==> src/gpio_lcd_defs.vh <==
// Register offsets, reset values and segment-select codes for the dual GPIO port.
// Notes on behaviour
// - Each direction bit 1 makes its pin an output, 0 an input; reset 0.
// - Direction registers are write-only; reads return an undefined value.
// - Output latch is 8-bit read/write, resets to zero, drives output pins.
// - Readback bit with direction 1 returns the output latch bit.
// - Readback bit with direction 0 returns the sampled pin level.
// - Readback register is read-only; writes change nothing.
// - Port L pins are segments 17..24 under codes 0011 or 010X.
// - Port M pins are segments 25..32 under codes 001X or 010X.
// - Port M exists only in the larger variant and may be omitted.
// - Port M readback selects latch or pin by direction bit, like port L.
// - Port M direction reads undefined; writes configure each pin.
`ifndef GPIO_LCD_DEFS_VH
`define GPIO_LCD_DEFS_VH

// ----------------------------------------------------------------------------
// Register byte offsets
// ----------------------------------------------------------------------------
`define OFS_L_DIR      12'h000
`define OFS_L_LATCH    12'h004
`define OFS_L_READBACK 12'h008
`define OFS_M_DIR      12'h00C
`define OFS_M_LATCH    12'h010
`define OFS_M_READBACK 12'h014
`define OFS_LCD_CTRL   12'h018

// ----------------------------------------------------------------------------
// Reset values and fields
// ----------------------------------------------------------------------------
`define RST_DIR        8'h00
`define RST_LATCH      8'h00
`define RST_SEG_SEL    4'h0
`define UNDEF_READ     8'h00
`define SEG_SEL_LSB    0
`define SEG_SEL_MSB    3

`endif

==> src/pin_sync3.v <==
// Three-stage synchroniser bank with agreement filter for pin inputs.
`timescale 1ns/1ps
module pin_sync3 (
  input  wire       pclk,
  input  wire       presetn,
  input  wire [7:0] pin_raw,
  output reg  [7:0] pin_level
);
  reg [7:0] s1_reg;
  reg [7:0] s2_reg;
  reg [7:0] s3_reg;
  genvar i;

  always @(posedge pclk or negedge presetn) begin
    if (!presetn) begin
      s1_reg <= 8'h00;
      s2_reg <= 8'h00;
      s3_reg <= 8'h00;
    end else begin
      s1_reg <= pin_raw;
      s2_reg <= s1_reg;
      s3_reg <= s2_reg;
    end
  end

  // A change counts only once the second and third stages agree.
  generate
    for (i = 0; i < 8; i = i + 1) begin : g_filt
      always @(posedge pclk or negedge presetn) begin
        if (!presetn) begin
          pin_level[i] <= 1'b0;
        end else if (s2_reg[i] == s3_reg[i]) begin
          pin_level[i] <= s3_reg[i];
        end
      end
    end
  endgenerate
endmodule

==> src/gpio_port8.v <==
// One 8-bit port: direction, output latch, readback select and segment mux.
`timescale 1ns/1ps
`include "gpio_lcd_defs.vh"
module gpio_port8 (
  input  wire       pclk,
  input  wire       presetn,
  input  wire       dir_we,
  input  wire       latch_we,
  input  wire [7:0] wdata,
  input  wire       seg_mode,
  input  wire [7:0] seg_in,
  input  wire [7:0] pin_in,
  output wire [7:0] latch_val,
  output wire [7:0] readback,
  output wire [7:0] pin_out_next,
  output wire [7:0] pin_oe_next
);
  reg  [7:0] dir_reg;
  reg  [7:0] latch_reg;
  wire [7:0] pin_level;

  pin_sync3 u_sync (
    .pclk      (pclk),
    .presetn   (presetn),
    .pin_raw   (pin_in),
    .pin_level (pin_level)
  );

  always @(posedge pclk or negedge presetn) begin
    if (!presetn) begin
      dir_reg   <= `RST_DIR;
      latch_reg <= `RST_LATCH;
    end else begin
      if (dir_we) begin
        dir_reg <= wdata;
      end
      if (latch_we) begin
        latch_reg <= wdata;
      end
    end
  end

  assign latch_val    = latch_reg;
  assign readback     = (dir_reg & latch_reg) | (~dir_reg & pin_level);
  // Segment mode overrides direction and data so the LCD owns the pin.
  assign pin_out_next = seg_mode ? seg_in : latch_reg;
  assign pin_oe_next  = seg_mode ? 8'hFF : dir_reg;
endmodule

==> src/dual_gpio_lcd.v <==
// Top level: APB slave with ports L and M and their LCD segment pin sharing.
//
// Design decisions made here: the address map and the APB register port.
`timescale 1ns/1ps
`include "gpio_lcd_defs.vh"
module dual_gpio_lcd #(
  parameter HAS_PORT_M = 1
) (
  input  wire        pclk,
  input  wire        presetn,
  input  wire        psel,
  input  wire        penable,
  input  wire        pwrite,
  input  wire [11:0] paddr,
  input  wire [31:0] pwdata,
  output reg         pready,
  output reg         pslverr,
  output reg  [31:0] prdata,
  input  wire [7:0]  lcd_segment_outputs_low,
  input  wire [7:0]  lcd_segment_outputs_high,
  input  wire [7:0]  port_l_pin_in,
  output reg  [7:0]  port_l_pin_out,
  output reg  [7:0]  port_l_pin_oe,
  input  wire [7:0]  port_m_pin_in,
  output reg  [7:0]  port_m_pin_out,
  output reg  [7:0]  port_m_pin_oe,
  output reg  [3:0]  segment_select_field
);
  // --------------------------------------------------------------------------
  // Bus decode
  // --------------------------------------------------------------------------
  // The slave answers in the access cycle with no wait states.
  wire        wr_acc = psel & penable & pwrite;
  wire        m_on   = (HAS_PORT_M != 0);
  reg         mapped;
  reg  [31:0] rdata_next;

  wire       l_dir_we   = wr_acc & (paddr == `OFS_L_DIR);
  wire       l_latch_we = wr_acc & (paddr == `OFS_L_LATCH);
  wire       m_dir_we   = wr_acc & m_on & (paddr == `OFS_M_DIR);
  wire       m_latch_we = wr_acc & m_on & (paddr == `OFS_M_LATCH);
  wire       ctrl_we    = wr_acc & (paddr == `OFS_LCD_CTRL);

  // --------------------------------------------------------------------------
  // Segment select decode
  // --------------------------------------------------------------------------
  wire [3:0] sgs    = segment_select_field;
  wire       l_seg  = (sgs == 4'h3) | (sgs[3:1] == 3'h2);
  wire       m_seg  = (sgs[3:1] == 3'h1) | (sgs[3:1] == 3'h2);

  wire [7:0] l_latch;
  wire [7:0] l_rb;
  wire [7:0] l_out_n;
  wire [7:0] l_oe_n;
  wire [7:0] m_latch;
  wire [7:0] m_rb;
  wire [7:0] m_out_n;
  wire [7:0] m_oe_n;

  gpio_port8 u_port_l (
    .pclk         (pclk),
    .presetn      (presetn),
    .dir_we       (l_dir_we),
    .latch_we     (l_latch_we),
    .wdata        (pwdata[7:0]),
    .seg_mode     (l_seg),
    .seg_in       (lcd_segment_outputs_low),
    .pin_in       (port_l_pin_in),
    .latch_val    (l_latch),
    .readback     (l_rb),
    .pin_out_next (l_out_n),
    .pin_oe_next  (l_oe_n)
  );

  gpio_port8 u_port_m (
    .pclk         (pclk),
    .presetn      (presetn),
    .dir_we       (m_dir_we),
    .latch_we     (m_latch_we),
    .wdata        (pwdata[7:0]),
    .seg_mode     (m_seg),
    .seg_in       (lcd_segment_outputs_high),
    .pin_in       (port_m_pin_in),
    .latch_val    (m_latch),
    .readback     (m_rb),
    .pin_out_next (m_out_n),
    .pin_oe_next  (m_oe_n)
  );

  // --------------------------------------------------------------------------
  // Read mux
  // --------------------------------------------------------------------------
  always @* begin
    rdata_next = 32'h00000000;
    mapped     = 1'b1;
    case (paddr)
      `OFS_L_DIR:      rdata_next = {24'h000000, `UNDEF_READ};
      `OFS_L_LATCH:    rdata_next = {24'h000000, l_latch};
      `OFS_L_READBACK: rdata_next = {24'h000000, l_rb};
      `OFS_M_DIR: begin
        rdata_next = {24'h000000, `UNDEF_READ};
        mapped     = m_on;
      end
      `OFS_M_LATCH: begin
        rdata_next = m_on ? {24'h000000, m_latch} : 32'h00000000;
        mapped     = m_on;
      end
      `OFS_M_READBACK: begin
        rdata_next = m_on ? {24'h000000, m_rb} : 32'h00000000;
        mapped     = m_on;
      end
      `OFS_LCD_CTRL:   rdata_next = {28'h0000000, segment_select_field};
      default:         mapped = 1'b0;
    endcase
  end

  // --------------------------------------------------------------------------
  // Registered outputs
  // --------------------------------------------------------------------------
  // Pins lag the registers by one cycle; that keeps every output on a flop.
  always @(posedge pclk or negedge presetn) begin
    if (!presetn) begin
      segment_select_field <= `RST_SEG_SEL;
      port_l_pin_out       <= 8'h00;
      port_l_pin_oe        <= 8'h00;
      port_m_pin_out       <= 8'h00;
      port_m_pin_oe        <= 8'h00;
      prdata               <= 32'h00000000;
      pready               <= 1'b0;
      pslverr              <= 1'b0;
    end else begin
      // Ready and error are decided in the setup cycle so both leave a flop.
      pready  <= psel & ~penable;
      pslverr <= psel & ~penable & ~mapped;
      if (ctrl_we) begin
        segment_select_field <= pwdata[`SEG_SEL_MSB:`SEG_SEL_LSB];
      end
      port_l_pin_out <= l_out_n;
      port_l_pin_oe  <= l_oe_n;
      port_m_pin_out <= m_on ? m_out_n : 8'h00;
      port_m_pin_oe  <= m_on ? m_oe_n : 8'h00;
      if (psel & ~penable & ~pwrite) begin
        prdata <= rdata_next;
      end
    end
  end
endmodule

==> config.mk <==
export PLATFORM = sky130hd
export DESIGN_NAME = dual_gpio_lcd
export DESIGN_NICKNAME = d
export VERILOG_FILES = /design/src/pin_sync3.v /design/src/gpio_port8.v /design/src/dual_gpio_lcd.v
export VERILOG_INCLUDE_DIRS = /design/src
export SDC_FILE = /design/constraint.sdc
export NUM_CORES = 1
export LEC_CHECK = 0
export BUFFER_PORTS_ARGS = -buffer_cell sky130_fd_sc_hd__buf_4
export CAP_MARGIN = 20
export CORE_UTILIZATION = 30
export DETAILED_ROUTE_END_ITERATION = 10
export GPL_TIMING_DRIVEN = 0
export PLACE_DENSITY = 0.54
export SYNTH_ARGS = -nofsm -noshare
export SYNTH_HDL_FRONTEND = slang
export SYNTH_SLANG_ARGS = --single-unit
==> constraint.sdc <==
create_clock -name pclk -period 1.9 [get_ports pclk]
set_input_delay 0.19 -clock pclk [delete_from_list [all_inputs] [get_ports pclk]]
set_output_delay 0.19 -clock pclk [all_outputs]
set_load 0.05 [all_outputs]
==> summary.md, run 1 <==
| Metric | Value |
|---|---|
| Status | `finished, final reports clean` |
| Area share of fa/ha/maj cells after synthesis | `2.98%` |
| Top-level I/O count | `151` |
| Cells along the critical path | `buf_4, or4_4, or3_4, nor4_4, buf_4, mux2_2` |
| TritonRoute pass-1 iters | `4` |
| Reg area | `3550 µm²` |
| Core Region | `17400 µm²` |
| Overall Power | `6.60 mW` |
| Cell row count | `48` |
| Vias per cell | `4.42` |
| Post-synth EDFFs | `0` |
| FMAX | `0.539 GHz` |
| Fin worst setup slack | `0.0431 ns` |
| Yosys cell types | `37` |
| Worst slew pin tran | `0.739 ns` |
| Top FF cell, synth | `dfrtp_1` |
| Vias in the first global route | `3641` |
| Post-synthesis mux area share | `14.9%` |
| Initial core utilization | `30.9%` |
| Nets | `621` |
| Fillers | `1654` |
| Routed len/inst | `15.9 µm` |
| Final setup viols | `0` |
| Crit end category | `flip-flop` |
| Pre-CTS setup slack | `-0.783 ns` |
| Worst VDD drop | `0.593 mV` |
| Period utilization | `97.7%` |
| Die area | `18500 µm²` |
| WL final | `12400 µm` |
| Yosys reg bits | `142` |
| Post-Syn Instances | `357` |
| Routed Antenna Nets | `0` |
| Static leakage | `3.68 nW` |
| Via Count | `3440` |
| Worst hold path class | `in -> reg` |
| Power Dens Cells | `882 nW/µm²` |
| Antenna diode count | `0` |
| Synth Area in Simple Gates | `7.96%` |
| Fin util | `43.0%` |
| Async SR Flop Fraction | `100%` |
| Clk_lat worst skew | `0.41 ns` |
| First-pass GRT wire length | `19400 µm` |
| Max-cap viol count | `0` |
| Post-synthesis compound-gate area fraction | `3.81%` |
| Drt drc | `0` |
| Final Hold Vio Count | `0` |
| Synth Area in XOR/XNOR | `0%` |
| Clk_skew | `0.00783 ns` |
| Synth Area per Inst | `15.1 µm²` |
| CP dominant cell by count | `buf_4` |
| Synthesis Warnings | `0` |
| Clk sinks | `142` |
| Initial antenna violation count | `0` |
| Max clock buf depth | `2` |
| H-tree levels | `4` |
| Unrepaired setup endpoints after global routing | `no` |
| Hold slack | `0.0385 ns` |
| Slowest-stage cell, CP | `or4_4` |
| Slew headroom | `50.7%` |
| Die height | `136 µm` |
| CTS Buf Count | `17` |
| Commonest non-fill, non-tap cells in the layout | `dfrtp_1, buf_4, mux2_2, dlygate4sd3_1, conb_1` |
| All-layer global routing usage | `14.5%` |
| Dpl cells | `707` |
| Worst Path Max Fanout | `4` |
| Main combinational cell family by area after synthesis | `multiplexers` |
| Critical Path RT | `2.20 ns` |
| Largest net degree at the start of global routing | `80` |
| IO buf count | `101` |
| CTS tree | `yes` |
| Critical path class | `in -> reg` |
| Non-Filler Instances | `778` |
| DP HPWL | `8640 µm` |
| Period minus WS final | `1.86 ns` |
| Kind of start point of the critical path | `input port` |
| Final Instance Area | `7490 µm²` |
| Area of the multi-input gates | `1730 µm²` |
| Area grow syn2layout | `39.3%` |
| Die Width | `136 µm` |
| Worst EP arrival | `2.16 ns` |
| Total global routing overflow | `0` |
| Iter 0 DRT Violations | `155` |
| Max Slew Vio Count | `0` |
| Most common cell after layout, fill and taps aside | `dfrtp_1` |
| Mapped Area | `5380 µm²` |
| Routability cong. | `0.880` |
| Placed cell area | `6560 µm²` |
| Clock slew seen by the registers of the worst setup and hold paths | `0.06 ns` |
| Setup TNS Final | `0 ns` |
| Post-synthesis sequential area ratio | `66.1%` |
| Layout cells sized above 1 | `45.2%` |
| CP max stage delay | `0.55 ns` |
| Root Buffer Master | `clkbuf_16` |
## cell families after synthesis
family | after synthesis
AND/OR/NAND/NOR | 65
buffers and inverters | 34
multiplexers | 70
flip-flops | 142
AO/OA/AOI/OAI | 29
adder cells (fa/ha/maj) | 16
other | 1
## timing repair
action / in CTS / in global routing
setup buffers: 6 / 0
resized for setup: 7 / 1
endpoints found under the hold margin: 110 / 0
cloned: 0 / 0
pin swaps: 3 / 1
hold buffers: 33 / 0
setup endpoints to repair: 42 / 2
## power by group
| group | leakage, nW | total (mW) | switching (mW) | internal, mW |
|---|---|---|---|---|
| Sequential | 1.83 | 3.16 | 0.0435 | 3.12 |
| Clock | 0.246 | 2.92 | 1.26 | 1.66 |
| Combinational | 1.60 | 0.524 | 0.299 | 0.225 |
## Yosys cell counts (2+ instances only)
master / instances / area, µm²
nor4_4: 2 / 42.5
mux2i_1: 12 / 120
or4_4: 2 / 22.5
a22oi_1: 2 / 15.0
buf_4: 24 / 180
nand2b_1: 5 / 31.3
o211ai_1: 2 / 15.0
or3_1: 3 / 18.8
nor2_1: 11 / 41.3
a211oi_1: 8 / 60.1
nand3b_1: 3 / 22.5
mux2_2: 50 / 563
a21oi_1: 2 / 10.0
o21ai_0: 6 / 30.0
o41ai_1: 2 / 17.5
a221oi_1: 4 / 35.0
nand3_1: 3 / 15.0
o31ai_1: 2 / 15.0
or2_2: 16 / 100
maj3_1: 16 / 160
nor3_1: 2 / 10.0
nand2_1: 10 / 37.5
mux2_4: 8 / 120
dfrtp_1: 142 / 3550
clkbuf_1: 8 / 30.0
## worst max-delay path: cells and delay by family
kind	cells	cell delay [ns]
buffers and inverters	2	0.32
multiplexers	1	0.34
AND/OR/NAND/NOR	3	1.30
## cell type report
| type | count | share of cell area [%] |
|---|---|---|
| Inverter | 1 | 0.0501 |
| Buffer | 33 | 3.07 |
| Tap cell | 225 | 3.76 |
| Multi-Input combinational cell | 204 | 23.1 |
| Clock buffer | 19 | 5.78 |
| Clock inverter | 13 | 1.24 |
| Sequential cell | 142 | 47.4 |
| Timing Repair Buffer | 141 | 15.5 |
## routing by layer
metal  GRT usage (%)  vias up  wire [µm]
met2            22.1      127       5630
met3            4.21       23        816
met4            6.79        0        307
met1            19.0     1711       5610
met5               0        -          0
li1                -     1579          -
## path summary, 6_finish.rpt
path                                                end  slack [ns]                  startpoint  cells after the start
setup / recovery                    u_port_l.dir_reg[4]        0.04                    paddr[9]                      6
hold / removal                        port_l_pin_out[5]        0.04  lcd_segment_outputs_low[5]                      2
setup reg to reg                      port_m_pin_out[6]        0.11     segment_select_field[1]                      4
hold reg to reg               u_port_l.u_sync.s2_reg[2]        0.34   u_port_l.u_sync.s1_reg[2]                      0
max in group asynchronous  u_port_l.u_sync.pin_level[2]        0.76                     presetn                      3
min in group asynchronous  u_port_m.u_sync.pin_level[1]        0.39                     presetn                      2
(Power assumes the default switching activity.)
==> inputs of run 2 (changes only) <==
--- a/config.mk
+++ b/config.mk
@@ -8,10 +8,10 @@
 export LEC_CHECK = 0
 export BUFFER_PORTS_ARGS = -buffer_cell sky130_fd_sc_hd__buf_4
 export CAP_MARGIN = 20
+export CORE_ASPECT_RATIO = 1.2
 export CORE_UTILIZATION = 30
 export DETAILED_ROUTE_END_ITERATION = 10
 export GPL_TIMING_DRIVEN = 0
-export PLACE_DENSITY = 0.54
 export SYNTH_ARGS = -nofsm -noshare
 export SYNTH_HDL_FRONTEND = slang
 export SYNTH_SLANG_ARGS = --single-unit
==> run 2 against run 1 <==
  * Count of clock-buffer cells in the layout rose by 4
  * Sequential power barely moved
  * Clock skew rose by 0.0015 ns
  * Die area barely moved
  * Sequential share of layout area fell by 0.087 points
  * Worst hold slack got worse by 0.021 ns
  * Total power rose by 3.7%
==> summary.md, run 2 (synthesized netlist as in run 1, its figures left out) <==
| Metric | Value |
|---|---|
| Status | `finished, final reports clean` |
| Slowest-stage cell, CP | `or4_4` |
| Clk_lat worst skew | `0.42 ns (about the same)` |
| Area grow syn2layout | `39.5%` |
| CP bufs+invs | `2 (unchanged)` |
| Layout cells sized above 1 | `44.9% (-0.34 points)` |
| First-pass GRT wire length | `18600 µm (-4.0%)` |
| Drt drc | `0 (unchanged)` |
| GRT met2 Usage | `22.0% (-0.036 points)` |
| Crit end category | `flip-flop` |
| Switching Share | `21.9% (-2.3 points)` |
| Iter 0 DRT Violations | `192 (+24%)` |
| Fin util | `42.9% (-0.14 points)` |
| Met3 usage | `4.96% (+0.75 points)` |
| Fin worst setup slack | `0.0887 ns (+0.0456 ns)` |
| Routed len/inst | `15.4 µm (-2.9%)` |
| DP HPWL | `8500 µm (-1.6%)` |
| Kind of start point of the critical path | `input port` |
| Max clock buf depth | `2 (unchanged)` |
| Placed cell area | `6560 µm² (about the same)` |
| Final Instance Area | `7510 µm² (+0.18%)` |
| FMAX | `0.552 GHz (+2.5%)` |
| Gate power share | `7.5% (-0.4 points)` |
| Clk_skew | `0.00938 ns (+0.00155 ns)` |
| Unrepaired setup endpoints after global routing | `no` |
| Reg area | `3550 µm² (unchanged)` |
| Commonest non-fill, non-tap cells in the layout | `dfrtp_1, buf_4, mux2_2, dlygate4sd3_1, conb_1` |
| Critical path class | `in -> reg` |
| Nets | `616 (-0.81%)` |
| Core Region | `17500 µm² (+0.52%)` |
| Clock power share | `46.3% (+2.1 points)` |
| Worst r2r dst | `port_l_pin_out[5]` |
| Busiest grt layer | `met2` |
| Worst slew pin tran | `0.556 ns (-0.183 ns)` |
| Largest net degree at the start of global routing | `85 (+6.3%)` |
| Pre-CTS setup slack | `-0.520 ns (+0.263 ns)` |
| Number of cells on the critical path | `6 (unchanged)` |
| Worst hold path class | `in -> reg` |
| Met1 global-route usage | `16.3% (-2.7 points)` |
| Max Slew Vio Count | `0 (unchanged)` |
| Hold slack | `0.0179 ns (-0.0206 ns)` |
| Period utilization | `95.3% (-2.4 points)` |
| All-layer global routing usage | `13.4% (-1.1 points)` |
| Antenna diode count | `0 (unchanged)` |
| Worst EP arrival | `2.10 ns (-0.06 ns)` |
| Max-cap viol count | `0 (unchanged)` |
| Cell family with most CP delay | `simple AND/OR/NAND/NOR gates` |
| Slew headroom | `62.9% (+12 points)` |
| Crit path launch | `paddr[9]` |
| Worst VDD drop | `0.520 mV (-12%)` |
| Vias in the first global route | `3471 (-4.7%)` |
| Register share of total power | `46.2% (-1.6 points)` |
| Vias per cell | `4.43 (+0.27%)` |
| Cell row count | `53 (+10%)` |
| CP max stage delay | `0.54 ns (about the same)` |
| CTS tree | `yes` |
| Cells along the critical path | `buf_4, or4_4, or3_4, nor4_4, buf_12, mux2_2` |
| Initial core utilization | `30.7% (-0.16 points)` |
| Power Dens Cells | `912 nW/µm² (+3.5%)` |
| Clk sinks | `142 (unchanged)` |
| Overall Power | `6.85 mW (+3.7%)` |
| Critical Path Sink | `u_port_l.dir_reg[7]` |
| H-tree levels | `4 (unchanged)` |
| Period minus WS final | `1.81 ns (-0.0456 ns)` |
| Root Buffer Master | `clkbuf_16` |
| Die Width | `124 µm (-8.6%)` |
| Final setup viols | `0 (unchanged)` |
| WL final | `11800 µm (-4.4%)` |
| Critical Path RT | `2.19 ns (about the same)` |
| Static leakage | `3.69 nW (+0.40%)` |
| TritonRoute pass-1 iters | `4 (unchanged)` |
| Top-level I/O count | `151 (unchanged)` |
| Die height | `149 µm (+9.4%)` |
| NetSw | `1.50 mW (-6.3%)` |
| Clock slew seen by the registers of the worst setup and hold paths | `0.06 ns (about the same)` |
| Routed Antenna Nets | `0 (unchanged)` |
| Worst reg2reg path startpoint | `segment_select_field[1]` |
| Internal power | `5.35 mW (+6.9%)` |
| Most common cell after layout, fill and taps aside | `dfrtp_1` |
| Worst Path Max Fanout | `8 (+4)` |
| Area of the multi-input gates | `1730 µm² (unchanged)` |
| Routability cong. | `0.851 (-3.3%)` |
| Total global routing overflow | `0 (unchanged)` |
| Flop2flop setup slack | `0.16 ns (+0.05 ns)` |
| Via Count | `3396 (-1.3%)` |
| IO buf count | `101 (unchanged)` |
| FF-to-FF path depth | `3 (-1)` |
| Initial antenna violation count | `0 (unchanged)` |
| CTS Buf Count | `17 (unchanged)` |
| Die area | `18500 µm² (about the same)` |
| Final Hold Vio Count | `0 (unchanged)` |
| Fillers | `1649 (-0.30%)` |
==> run 2: cell types whose count changed in the layout (fill, tap and decap cells not counted) <==
cell / delta
clkinvlp_4: -4
buf_4: -3
clkbuf_8: +3
dlygate4sd3_1: -3
buf_12: +2
bufinv_16: +2
clkinv_4: -2
inv_6: -2
buf_2: -1
clkbuf_1: +1
clkbuf_2: +1
clkbuf_4: -1
==> run 2: power groups by stage <==
| stage | combinational [mW] | clock [mW] | sequential [mW] |
|---|---|---|---|
| 2_1_floorplan | 0.246 | 0 | 3.21 |
| 3_3_place_gp | 0.456 | 0 | 3.21 |
| 3_5_place_dp | 0.471 | 0 | 3.21 |
| 4_1_cts | 0.523 | 3.26 | 3.16 |
| 5_1_grt | 0.559 | 3.39 | 3.17 |
| 6_report | 0.514 | 3.17 | 3.16 |
==> run 2: worst min path at each step <==
stage	start	to	slack, ns	cells after the start
global route	lcd_segment_outputs_high[5]	port_m_pin_out[5]	0.005	2
floorplan	presetn	port_l_pin_oe[0]	-0.11	0
detailed placement	presetn	u_port_l.u_sync.s1_reg[7]	0.21	1
global placement	port_l_pin_in[5]	u_port_l.u_sync.s1_reg[5]	0.30	1
CTS	lcd_segment_outputs_high[5]	port_m_pin_out[5]	0.0002	2
finish	lcd_segment_outputs_high[5]	port_m_pin_out[5]	0.02	2
==> run 2: final cells by class <==
class,instances,share of cell area [%]
sequential,142,47.3
multi-input combinational,204,23.1
timing repair buffer,137,15.4
clock buffer,23,6.37
tap,220,3.67
buffer,32,2.97
clock inverter,7,1.17
inverter,1,0.0500
==> run 2: worst register-to-register path: cells and delay by family, from the launching register on <==
family             cells  cell delay [ns]
AOI/OAI and AO/OA      1             0.50
DFF                    1             0.43
muxes                  1             0.43
and+or+nand+nor        1             0.25
==> run 2: stage by stage <==
step / cells / setup TNS, ns
floorplan: 380 / -2.35
global placement: 701 / -17.11
detailed placement: 702 / -18.45
CTS: 763 / 0
global route: 766 / 0
finish: 766 / 0
==> run 2: what timing repair did <==
action,4_1_cts,5_1_grt
setup endpoints to repair,38,2
gates resized for setup,5,0
pin swaps,2,1
hold buffers,30,0
setup buffers,2,3
endpoints found under the hold margin,87,0
==> run 2: per-layer routing <==
layer,vias to the layer above,wire [µm]
met2,128,5950
li1,1575,-
met4,0,138
met1,1683,4930
met3,10,795
met5,-,0
